$ cat config.mk
export PLATFORM = sky130hd
export DESIGN_NAME = spm_port
export DESIGN_NICKNAME = d
export VERILOG_FILES = /design/src/logic/spm_clkdiv.v /design/src/logic/spm_port.v
export VERILOG_INCLUDE_DIRS = /design/src /design/src/logic
export SDC_FILE = /design/constraint.sdc
export NUM_CORES = 1
export LEC_CHECK = 0
export BUFFER_PORTS_ARGS = -buffer_cell sky130_fd_sc_hd__buf_2
export CAP_MARGIN = 20
export CORE_ASPECT_RATIO = 1.75
export CORE_MARGIN = 2
export CORE_UTILIZATION = 33
export DETAILED_ROUTE_END_ITERATION = 7
export SLEW_MARGIN = 20
export SYNTH_ARGS = -nofsm -noshare
export SYNTH_HDL_FRONTEND = slang
export SYNTH_SLANG_ARGS = --single-unit
$ cat constraint.sdc
create_clock -name pclk -period 5.1 [get_ports pclk]
set_clock_uncertainty 0.15 [all_clocks]
set_input_delay 0.51 -clock pclk [delete_from_list [all_inputs] [get_ports pclk]]
set_output_delay 0.51 -clock pclk [all_outputs]
set_load 0.03 [all_outputs]
$ cat src/logic/spm_map.vh
// Register map, field positions and divider counts of the SPI port.
// Assumes a 32-bit APB word per register and pclk as the oscillator.
`ifndef SPM_MAP_VH
`define SPM_MAP_VH

`define SPM_OFF_STATUS   12'h000
`define SPM_OFF_CONTROL  12'h004
`define SPM_OFF_DATA     12'h008
`define SPM_OFF_IRQFLAG  12'h00C

`define SPM_ST_SMP       7
`define SPM_ST_CKE       6
`define SPM_ST_STOP      4
`define SPM_ST_BF        0

`define SPM_CT_WRITE_COLLISION_FLAG      7
`define SPM_CT_OV        6
`define SPM_CT_EN        5
`define SPM_CT_CKP       4

`define SPM_MODE_DIV4    4'h0
`define SPM_MODE_DIV16   4'h1
`define SPM_MODE_DIV64   4'h2
`define SPM_MODE_TMR     4'h3
`define SPM_MODE_SLV_SS  4'h4
`define SPM_MODE_SLV     4'h5

`define SPM_RST_STATUS   8'h00
`define SPM_RST_CONTROL  8'h00

// Half bit periods in pclk cycles
`define SPM_HALF_DIV4    5'h02
`define SPM_HALF_DIV16   5'h08
`define SPM_HALF_DIV64   5'h20

// Clock edges per word in master operation
`define SPM_EDGES        5'h10

`endif

$ cat src/logic/spm_clkdiv.v
// Half bit period tick generator for master operation.
// Assumes run restarts the count; timer pulses are one pclk wide.
`timescale 1ns/1ns
`default_nettype none
`include "spm_map.vh"

module spm_clkdiv (
	input  wire       pclk,
	input  wire       presetn,
	input  wire       run,
	input  wire [1:0] sel,
	input  wire       timer_two_output,
	output reg        tick_r
);

	reg  [4:0] cnt_r;
	reg  [4:0] half;

	always @* begin
		case (sel)
			2'h0:    half = `SPM_HALF_DIV4;
			2'h1:    half = `SPM_HALF_DIV16;
			default: half = `SPM_HALF_DIV64;
		endcase
	end

	always @(posedge pclk or negedge presetn) begin
		if (!presetn) begin
			cnt_r  <= 5'h00;
			tick_r <= 1'b0;
		end else if (!run) begin
			cnt_r  <= 5'h00;
			tick_r <= 1'b0;
		end else if (sel == 2'h3) begin
			// Timer output used directly: each pulse is half a bit clock
			tick_r <= timer_two_output;
		end else if (cnt_r == half - 5'h01) begin
			cnt_r  <= 5'h00;
			tick_r <= 1'b1;
		end else begin
			cnt_r  <= cnt_r + 5'h01;
			tick_r <= 1'b0;
		end
	end

endmodule // spm_clkdiv

`default_nettype wire

$ cat src/logic/spm_port.v
// SPI master/slave port with APB register access.
// Assumes synchronous pins; the bench resolves sck and sdo from enables.
//
// Local design decisions: register access over APB and the address map.
`timescale 1ns/1ns
`default_nettype none
`include "spm_map.vh"

module spm_port #(
	parameter WORD_W = 8
) (
	input  wire        pclk,
	input  wire        presetn,
	input  wire        psel,
	input  wire        penable,
	input  wire        pwrite,
	input  wire [11:0] paddr,
	input  wire [31:0] pwdata,
	output reg  [31:0] prdata_r,
	output reg         pready_r,
	output reg         pslverr_r,
	input  wire        sck_in,
	output reg         sck_out_r,
	output reg         sck_oe_r,
	input  wire        sdi_in,
	output reg         sdo_out_r,
	output reg         sdo_oe_r,
	input  wire        ss_n_in,
	output reg         pins_to_port_r,
	output reg         ss_pin_to_port_r,
	input  wire        timer_two_output
);

	localparam ST_OFF   = 2'h0;
	localparam ST_MIDLE = 2'h1;
	localparam ST_MBUSY = 2'h2;
	localparam ST_SLAVE = 2'h3;

	function [2:0] dec_reg;
		input [11:0] a;
		begin
			case (a)
				`SPM_OFF_STATUS:  dec_reg = 3'h0;
				`SPM_OFF_CONTROL: dec_reg = 3'h1;
				`SPM_OFF_DATA:    dec_reg = 3'h2;
				`SPM_OFF_IRQFLAG: dec_reg = 3'h3;
				default:          dec_reg = 3'h4;
			endcase
		end
	endfunction

	reg  [1:0]        state_r;
	reg  [1:0]        stat_hi_r;
	reg               write_collision_flag_r;
	reg               ov_r;
	reg               en_r;
	reg               ckp_r;
	reg  [3:0]        mode_r;
	reg               bf_r;
	reg               irq_flag_r;
	reg  [WORD_W-1:0] buf_r;
	reg  [WORD_W-1:0] tx_sr_r;
	reg  [WORD_W-1:0] rx_sr_r;
	reg  [3:0]        scnt_r;
	reg  [4:0]        t_r;
	reg               sck_r;
	reg               sck_q_r;

	wire       sample_select  = stat_hi_r[1];
	wire       cke  = stat_hi_r[0];
	wire       master = en_r && (mode_r[3:2] == 2'h0);
	wire       slave  = en_r && (mode_r == `SPM_MODE_SLV_SS || mode_r == `SPM_MODE_SLV);
	wire       ss_used = (mode_r == `SPM_MODE_SLV_SS);
	wire       ss_hold = ss_used && ss_n_in;

	// APB handshake: answer one cycle into the access phase
	wire       acc  = psel && penable && !pready_r;
	wire       done = psel && penable && pready_r;
	wire [2:0] rsel = dec_reg(paddr);
	wire       wr   = done && pwrite;
	wire       rd   = done && !pwrite;
	wire       wr_stat = wr && rsel == 3'h0;
	wire       wr_ctrl = wr && rsel == 3'h1;
	wire       wr_data = wr && rsel == 3'h2;
	wire       wr_irq  = wr && rsel == 3'h3;
	wire       rd_data = rd && rsel == 3'h2;

	// Shifting in progress blocks data writes
	wire       shifting = (state_r == ST_MBUSY) ||
	                      (state_r == ST_SLAVE && scnt_r != 4'h0);
	wire       can_load = (state_r == ST_MIDLE) || (state_r == ST_SLAVE && !shifting);
	wire       tx_load  = wr_data && can_load;
	wire       write_collision_flag_set = wr_data && shifting;

	// Master timing
	wire       tick;
	wire [4:0] t_nxt = t_r + 5'h01;
	wire       m_tick = (state_r == ST_MBUSY) && tick;
	wire       m_out  = m_tick && t_nxt < `SPM_EDGES && (t_nxt[0] == ~cke);
	wire       m_samp = m_tick && scnt_r != WORD_W[3:0] &&
	                    (t_nxt[0] == (cke ^ sample_select)) &&
	                    !(!cke && sample_select && t_nxt == 5'h01);

	// Slave edges taken from the pin as seen last cycle
	wire       lead  = (sck_q_r == ckp_r) && (sck_in != ckp_r);
	wire       trail = (sck_q_r != ckp_r) && (sck_in == ckp_r);
	wire       s_act = (state_r == ST_SLAVE) && !ss_hold;
	wire       s_out  = s_act && (cke ? trail : lead);
	wire       s_samp = s_act && (cke ? lead : trail);

	wire       samp   = m_samp || s_samp;
	wire       shout  = m_out || s_out;
	wire [3:0] scnt_inc = scnt_r + 4'h1;
	wire       word_done = samp && scnt_inc == WORD_W[3:0];
	wire [WORD_W-1:0] rx_word = {rx_sr_r[WORD_W-2:0], sdi_in};
	wire       m_end  = m_tick && t_nxt >= `SPM_EDGES &&
	                    (scnt_r == WORD_W[3:0] || word_done);
	wire       ov_set = word_done && slave && bf_r;
	wire       rx_take = word_done && !(slave && bf_r);

	spm_clkdiv u_div (
		.pclk             (pclk),
		.presetn          (presetn),
		.run              (state_r == ST_MBUSY),
		.sel              (mode_r[1:0]),
		.timer_two_output (timer_two_output),
		.tick_r           (tick)
	);

	// APB answer
	always @(posedge pclk or negedge presetn) begin
		if (!presetn) begin
			pready_r  <= 1'b0;
			prdata_r  <= 32'h00000000;
			pslverr_r <= 1'b0;
		end else begin
			pready_r  <= acc;
			pslverr_r <= acc && rsel == 3'h4;
			if (acc) begin
				case (rsel)
					3'h0: prdata_r <= {24'h000000, stat_hi_r, 1'b0,
					                    1'b0, 3'h0, bf_r};
					3'h1: prdata_r <= {24'h000000, write_collision_flag_r, ov_r, en_r,
					                    ckp_r, mode_r};
					3'h2: prdata_r <= {{(32-WORD_W){1'b0}}, buf_r};
					3'h3: prdata_r <= {31'h00000000, irq_flag_r};
					default: prdata_r <= 32'h00000000;
				endcase
			end else begin
				prdata_r <= 32'h00000000;
			end
		end
	end

	// Configuration and flags; hardware set wins over software clear
	always @(posedge pclk or negedge presetn) begin
		if (!presetn) begin
			stat_hi_r  <= 2'h0;
			write_collision_flag_r     <= 1'b0;
			ov_r       <= 1'b0;
			en_r       <= 1'b0;
			ckp_r      <= 1'b0;
			mode_r     <= 4'h0;
			bf_r       <= 1'b0;
			irq_flag_r <= 1'b0;
		end else begin
			if (wr_stat)
				stat_hi_r <= pwdata[`SPM_ST_SMP:`SPM_ST_CKE];
			if (wr_ctrl) begin
				en_r   <= pwdata[`SPM_CT_EN];
				ckp_r  <= pwdata[`SPM_CT_CKP];
				mode_r <= pwdata[3:0];
			end
			if (write_collision_flag_set)
				write_collision_flag_r <= 1'b1;
			else if (wr_ctrl)
				write_collision_flag_r <= pwdata[`SPM_CT_WRITE_COLLISION_FLAG];
			if (ov_set)
				ov_r <= 1'b1;
			else if (wr_ctrl)
				ov_r <= pwdata[`SPM_CT_OV];
			if (rx_take)
				bf_r <= 1'b1;
			else if (rd_data)
				bf_r <= 1'b0;
			if (word_done)
				irq_flag_r <= 1'b1;
			else if (wr_irq)
				irq_flag_r <= pwdata[0];
		end
	end

	// Engine state
	always @(posedge pclk or negedge presetn) begin
		if (!presetn) begin
			state_r <= ST_OFF;
		end else if (!en_r) begin
			state_r <= ST_OFF;
		end else begin
			case (state_r)
				ST_OFF:   state_r <= master ? ST_MIDLE : (slave ? ST_SLAVE : ST_OFF);
				ST_MIDLE: begin
					if (!master)
						state_r <= ST_OFF;
					else if (tx_load)
						state_r <= ST_MBUSY;
				end
				ST_MBUSY: begin
					if (m_end)
						state_r <= ST_MIDLE;
				end
				ST_SLAVE: begin
					if (!slave)
						state_r <= ST_OFF;
				end
				default:  state_r <= ST_OFF;
			endcase
		end
	end

	// Shift registers, counters and the data buffer
	always @(posedge pclk or negedge presetn) begin
		if (!presetn) begin
			buf_r   <= {WORD_W{1'b0}};
			tx_sr_r <= {WORD_W{1'b0}};
			rx_sr_r <= {WORD_W{1'b0}};
			scnt_r  <= 4'h0;
			t_r     <= 5'h00;
			sck_q_r <= 1'b0;
		end else begin
			sck_q_r <= sck_in;
			if (tx_load)
				buf_r <= pwdata[WORD_W-1:0];
			else if (rx_take)
				buf_r <= rx_word;
			if (state_r == ST_OFF || ss_hold) begin
				scnt_r <= 4'h0;
				t_r    <= 5'h00;
			end else begin
				if (tx_load) begin
					tx_sr_r <= cke ? {pwdata[WORD_W-2:0], 1'b0} : pwdata[WORD_W-1:0];
					t_r     <= 5'h00;
					scnt_r  <= 4'h0;
				end else begin
					if (shout)
						tx_sr_r <= {tx_sr_r[WORD_W-2:0], 1'b0};
					if (m_tick)
						t_r <= t_nxt;
					if (samp) begin
						rx_sr_r <= rx_word;
						scnt_r  <= (slave && word_done) ? 4'h0 : scnt_inc;
					end
				end
			end
		end
	end

	// Pins, all from flip-flops
	always @(posedge pclk or negedge presetn) begin
		if (!presetn) begin
			sck_r            <= 1'b0;
			sck_out_r        <= 1'b0;
			sck_oe_r         <= 1'b0;
			sdo_out_r        <= 1'b0;
			sdo_oe_r         <= 1'b0;
			pins_to_port_r   <= 1'b0;
			ss_pin_to_port_r <= 1'b0;
		end else begin
			if (state_r != ST_MBUSY)
				sck_r <= ckp_r;
			else if (m_tick && t_r < `SPM_EDGES)
				sck_r <= ~sck_r;
			sck_out_r <= (state_r == ST_MBUSY) ? sck_r : ckp_r;
			sck_oe_r  <= master;
			if (tx_load)
				sdo_out_r <= pwdata[WORD_W-1];
			else if (shout)
				sdo_out_r <= tx_sr_r[WORD_W-1];
			sdo_oe_r         <= master || (slave && !ss_hold);
			pins_to_port_r   <= en_r;
			ss_pin_to_port_r <= en_r && ss_used;
		end
	end

endmodule // spm_port

`default_nettype wire

## Word-level counts from Yosys, hierarchy flattened

Cells that the tools add are included.

- Add/sub/neg operators: 4
- $lt $le $gt $ge: 3
- Equality and inequality tests: 30
- Multiplexer cells: 45
- Bitwise gates (word level): 5
- Reductions and logical operators: 74

Operators by type and width:

| kind | number |
|---|---|
| logical AND 1 bit | 41 |
| two-way mux 8 bit | 5 |
| two-way mux 32 bit | 1 |
| one-hot mux 8 bit (4 select lines) | 1 |
| two-way mux 5 bit | 6 |
| == test 12 x 4 -> 1 bit (second input constant) | 2 |
| two-way mux 1 bit | 18 |
| two-way mux 4 bit | 4 |
| two-way mux 2 bit | 7 |
| nonzero test 2 bit | 7 |
| == test 12 x 3 -> 1 bit (second input constant) | 1 |
| zero test 12 bit | 1 |
| one-hot mux 3 bit (4 select lines) | 1 |
| adder 5 x 1 -> 5 bit (second input constant) | 2 |
| less-than comparator 5 bit (second input constant) | 2 |
| == test 4 x 3 -> 1 bit (second input constant) | 2 |
| == test 4 bit (second input constant) | 2 |
| logical OR 1 bit | 8 |
| inequality test 4 bit (second input constant) | 2 |
| one-hot mux 2 bit (4 select lines) | 1 |
| one-hot mux 4 bit (2 select lines) | 1 |
| zero test 1 bit | 7 |
| == test 2 bit (second input constant) | 3 |
| == test 3 x 2 -> 1 bit (second input constant) | 2 |
| other kinds (20) | 34 |

- Register bits after elaboration: 94
- Bits of input ports: 53
- Output and inout port bits: 40
- Logic and storage cells: 188

## Longest topological paths before layout

- Word-level depth: 12
- Gate-level depth with buffers: 10
- Mapped depth without buffers: 7

## Modules after synthesis

From an unflattened synthesis, not the netlist that was laid out.

- Cell total of the unflattened synthesis: 403
- Area, all modules: 4,067.7 sq um

By module, submodules not included:

| module | instances | cells an instance | area each (sq um) | sequential area each (sq um) |
|---|---|---|---|---|
| spm_port | 1 | 366 | 3,734.8 | 1,601.5 |
| spm_clkdiv | 1 | 37 | 332.8 | 150.1 |

## Worst setup path before layout

OpenSTA, ideal clock, no wires.

- Path type: register -> register
- From: reg stat_hi_r[0]
- To: reg state_r[1]
- Setup time: 0.120 ns
- Arrival: 2.311 ns
- Required time: 4.830 ns
- Setup slack: 2.519 ns
- Cell stages (with the launch flop): 10
- Buffers on the path: 2
- Clock period less this slack: 2.581 ns
- Cells stage by stage: dfrtp_1 -> clkbuf_2 -> clkbuf_1 -> inv_1 -> ha_1 -> xor2_1 -> nor3b_2 -> o211ai_1 -> and3_1 -> a31o_2

- Cells in the longest elaborated chain, start to end: 11
- Elaborated cells between the ends (all ways): 16
- Those cells by class: 2 x eq/ne; 1 x mux; 1 x bitwise; 12 x reduce/logical

Ends and longest elaborated chain:

| element | RTL line | source |
|---|---|---|
| start: declaration | spm_port.v:53 | `reg [1:0] stat_hi_r;` |
| start signal: assignment | spm_port.v:168 | `` stat_hi_r <= pwdata[`SPM_ST_SMP:`SPM_ST_CKE]; `` |
| zero test 1 bit | spm_port.v:102 | `!(!cke && sample_select && t_nxt == 5'h01);` |
| logical AND 1 bit (2 in series) | spm_port.v:102 |  |
| zero test 1 bit | spm_port.v:102 |  |
| logical AND 1 bit | spm_port.v:101 | `(t_nxt[0] == (cke ^ sample_select)) &&` |
| logical OR 1 bit (*) | spm_port.v:111 | `wire samp = m_samp \|\| s_samp;` |
| logical AND 1 bit (*) | spm_port.v:114 | `wire word_done = samp && scnt_inc == WORD_W[3:0];` |
| logical OR 1 bit (*) | spm_port.v:117 | `(scnt_r == WORD_W[3:0] \|\| word_done);` |
| logical AND 1 bit (*) | spm_port.v:116 | `` wire m_end = m_tick && t_nxt >= `SPM_EDGES && `` |
| inequality test 3 bit (no line) (*) | - |  |
| AND reduction 3 bit (no line) (*) | - |  |
| end signal: assignment | spm_port.v:201 | `ST_OFF: state_r <= master ? ST_MIDLE : (slave ? ST_SLAVE : ST_OFF);` |
| end: declaration | spm_port.v:52 | `reg [1:0] state_r;` |

Every way passes the cells marked *; elsewhere a longest branch is shown, timed or not.
A chain may end at the register's enable or synchronous reset.

## Worst setup path after layout

- From: reg stat_hi_r[0]
- To: reg rx_sr_r[6]

- Cells in the longest elaborated chain, start to end: 7
- Elaborated cells between the ends (all ways): 12
- Those cells by class: 1 x eq/ne; 1 x mux; 1 x bitwise; 9 x reduce/logical

Ends and longest elaborated chain:

| element | RTL line | source |
|---|---|---|
| zero test 1 bit | spm_port.v:102 |  |
| logical AND 1 bit (2 in series) | spm_port.v:102 |  |
| zero test 1 bit | spm_port.v:102 |  |
| logical AND 1 bit | spm_port.v:101 |  |
| logical OR 1 bit (*) | spm_port.v:111 |  |
| AND reduction 3 bit (no line) (*) | - |  |
| end signal: assignment | spm_port.v:226 | `rx_sr_r <= {WORD_W{1'b0}};` |
| end signal: assignment | spm_port.v:250 | `rx_sr_r <= rx_word;` |
| end: declaration | spm_port.v:63 | `reg [WORD_W-1:0] rx_sr_r;` |

Marked as above.

==> results.sh <==
export IMPL_outcome="complete, no violations"
export IMPL_max_clock_path_buffers=2
export IMPL_critPathKind="reg2reg"
export IMPL_chipHeight_um=153.2
export IMPL_mapped_avg_cell_area_um2=9.874
export IMPL_die_width_um=89.25
export IMPL_timing_critical_path_slowest_cell_delay_ns=0.74
export IMPL_cts_inserted_buffers=9
export IMPL_synth_lib_cells_used_distinct=63
export IMPL_place_detailed_hpwl_mm=7.542
export IMPL_synthFlopType="sky130_fd_sc_hd__dfrtp_1"
export IMPL_max_clock_freq_mhz=330.3
export IMPL_die_area_mm2=0.01367
export IMPL_grt_first_pass_wirelength_mm=16.35
export IMPL_syn_cell_area_mm2=0.004197
export IMPL_finalHoldViolCount=0
export IMPL_setup_viols_final=0
export IMPL_crit_fanout=14
export IMPL_ys_warnings_count=0
export IMPL_yosys_top_cells_area="sky130_fd_sc_hd__dfrtp_1, sky130_fd_sc_hd__mux2i_1, sky130_fd_sc_hd__buf_4, sky130_fd_sc_hd__mux2_2, sky130_fd_sc_hd__nand3_1"
export IMPL_flip_flop_and_latch_count_after_synthesis=70
export IMPL_cts_htree_levels=3
export IMPL_clk_latency_ns=0.34
export IMPL_wl_final_mm=10.08
export IMPL_crit_path_cell_trace="inv_1, ha_1, xor2_1, nor3b_2, o21a_1, o211ai_2, mux2_2"
export IMPL_crit_path_start_kind="register"
export IMPL_cts_root_buf="sky130_fd_sc_hd__clkbuf_16"
export IMPL_syn_instance_count=425
export IMPL_post_cts_repair_setup_buffers=0
export IMPL_nets=519
export IMPL_synth_top_cell_by_area="sky130_fd_sc_hd__dfrtp_1"
export IMPL_rows=54
export IMPL_drt_pre_antenna_iters=5
export IMPL_clock_sinks=70
export IMPL_final_antenna_net_count=0
export IMPL_period_share_pct=59.37
export IMPL_remaining_drc_errors=0
export IMPL_synth_edf_count=0
export IMPL_clk_pin_slew_worst_setup_hold_paths_ns=0.06
export IMPL_initial_antenna_violation_count=0
export IMPL_io_buffers=44
export IMPL_grt_start_max_net_pins=60
export IMPL_vias=3254
export IMPL_synthDominantCellAreaShare_pct=41.74
export IMPL_final_setup_worst_slack_ns=2.072
export IMPL_area_delta_synth_final_pct=13.33
export IMPL_synth_common_cells="sky130_fd_sc_hd__dfrtp_1, sky130_fd_sc_hd__nand3_1, sky130_fd_sc_hd__nor2_1"
export IMPL_power_density_mw_per_mm2=310.4
export IMPL_worstPathRequired_ns=5.17
export IMPL_ys_seq_area_share_pct=41.74
export IMPL_num_io_pins=93
export IMPL_first_global_vias=3372
export IMPL_unrepaired_setup_endpoints_after_global_routing="false"
export IMPL_crit_path_top_delay_cell="sky130_fd_sc_hd__dfrtp_1"
export IMPL_final_max_slew_violation_count=0
export IMPL_core_area_mm2=0.01243
export IMPL_starting_utilization_of_the_core_area_pct=33.76
export IMPL_setup_total_negative_slack_ns=0
export IMPL_diodes=0
export IMPL_rrSetupSlack_ns=2.07
export IMPL_drv_max_cap_violation_count=0
export IMPL_share_of_synthesized_flip_flops_with_an_asynchronous_set_or_reset_pct=100.0
export IMPL_worstHoldPathType="in2reg"
export IMPL_fraction_of_layout_cells_with_a_size_suffix_above_1_pct=20.04
export IMPL_critPathCaptureType="register"
export IMPL_cts_repair_resized=0
export IMPL_worst_ir_drop_vdd_mv=0.1501
export IMPL_grt_overflow_total=0
export IMPL_finalWeightedCongestion=0.7631
export IMPL_drt_iter0_drc=136
export IMPL_max_slew_margin_rel_pct=37.98
export IMPL_grt_total_usage_pct=15.43
export IMPL_place_ws_ns=2.108
export IMPL_tightest_slew_ns=0.9302
export IMPL_drt_wirelength_per_cell_um=15.94
export IMPL_tritoncts_clock_tree="yes"
export IMPL_cp_data_arrival_time_ns=3.10
export IMPL_layout_filler_cells=1282
export IMPL_post_drt_via_cell_ratio=5.149
export IMPL_most_numerous_cell_in_the_yosys_netlist="sky130_fd_sc_hd__dfrtp_1"
export IMPL_static_leakage_power_uw=0.002256
export IMPL_period_minus_slack_ns=3.028
## timing repair
item,in CTS,in global routing
hold buffers,1,0
hold endpoints to repair,11,0
endpoints found under the setup margin,0,0
## area by class of cell
type	instances	area, um2	area share (%)
Clock inverter	5	81.33	1.710
Tap cell	168	210.2	4.420
Sequential cell	70	1752	36.83
Multi-Input combinational cell	319	2180	45.83
Clock buffer	11	242.7	5.104
Timing Repair Buffer	47	245.2	5.157
Inverter	12	45.04	0.9471
## path summary, 6_finish.rpt
check,start,end,cells after the start
min in group asynchronous,presetn,t_r[3],2
hold reg to reg,pready_r,pslverr_r,1
max in group asynchronous,presetn,buf_r[6],3
setup / recovery,stat_hi_r[0],rx_sr_r[6],7
setup reg to reg,stat_hi_r[0],rx_sr_r[6],7
hold / removal,sck_in,sck_q_r,1
## per-layer routing
layer  GRT usage, %  vias up  wire [um]
li1               -     1566          -
met1          15.74     1576       3764
met2          28.08       91       5602
met3          2.970       21        400
met4          8.458        0        308
met5              0        -          0
## cell usage in the layout, fill, tap and decap left out, drive strengths merged, types with 9 or more instances in the layout
cell type and instances:
a21oi 14, nor2 29, buf 46, mux2 16, and3 20, clkbuf 11, o21ai 19, nand4 10
inv 13, o31ai 9, nand2 26, nand3 31, conb 24, mux2i 21, dfrtp 70, a2bb2oi 9
## worst max-delay path: cells and delay by family, from the launching register on
| kind | cells | cell delay [ns] |
|---|---|---|
| DFF | 1 | 0.74 |
| buffers and inverters | 1 | 0.22 |
| xor gates and xnor gates | 1 | 0.18 |
| adders and majority gates | 1 | 0.37 |
| AOI/OAI and AO/OA | 2 | 0.67 |
| muxes | 1 | 0.33 |
| and+or+nand+nor | 1 | 0.24 |
## sequential cells by signal, indices dropped and copies added (netlist names), 2 cells and up
register / cells
tx_sr_r: 8
mode_r: 4
prdata_r: 8
scnt_r: 4
buf_r: 8
u_div.cnt_r: 5
state_r: 2
stat_hi_r: 2
rx_sr_r: 7
t_r: 5
## logic make-up (layout without fill, tap and decap cells)
logic type / count (synthesis) / after routing / synth area share (%)
fa+ha+maj: 7 / 7 / 2.087
simple gates: 158 / 158 / 21.02
flops: 70 / 70 / 41.74
buf+inv: 59 / 75 / 8.378
mux: 38 / 38 / 10.02
compound gates: 80 / 80 / 14.16
other cells: 1 / 24 / 0.08936
xor+xnor: 12 / 12 / 2.504
## per-stage QoR
stage                     area [um2]  hold slack, ns  total power (uW)  util, %  cells
after floorplan                 4283         0.06441             764.5        -    448
after global placement          4422          0.2533             796.6    35.57    615
after detailed placement        4422          0.2629             804.3    35.57    615
after CTS                       4756          0.1878              1487    38.25    632
after global routing            4756          0.1972              1544    38.25    632
final                           4756          0.1936              1476    38.25    632
## power breakdown
| group | internal (uW) | total, uW | switching [uW] |
|---|---|---|---|
| logic | 61.2 | 180 | 119 |
| registers | 577 | 614 | 37.1 |
| clock network | 442 | 682 | 240 |
| total | 1080 | 1480 | 396 |
No activity file was read; power rests on OpenSTA's default activity.
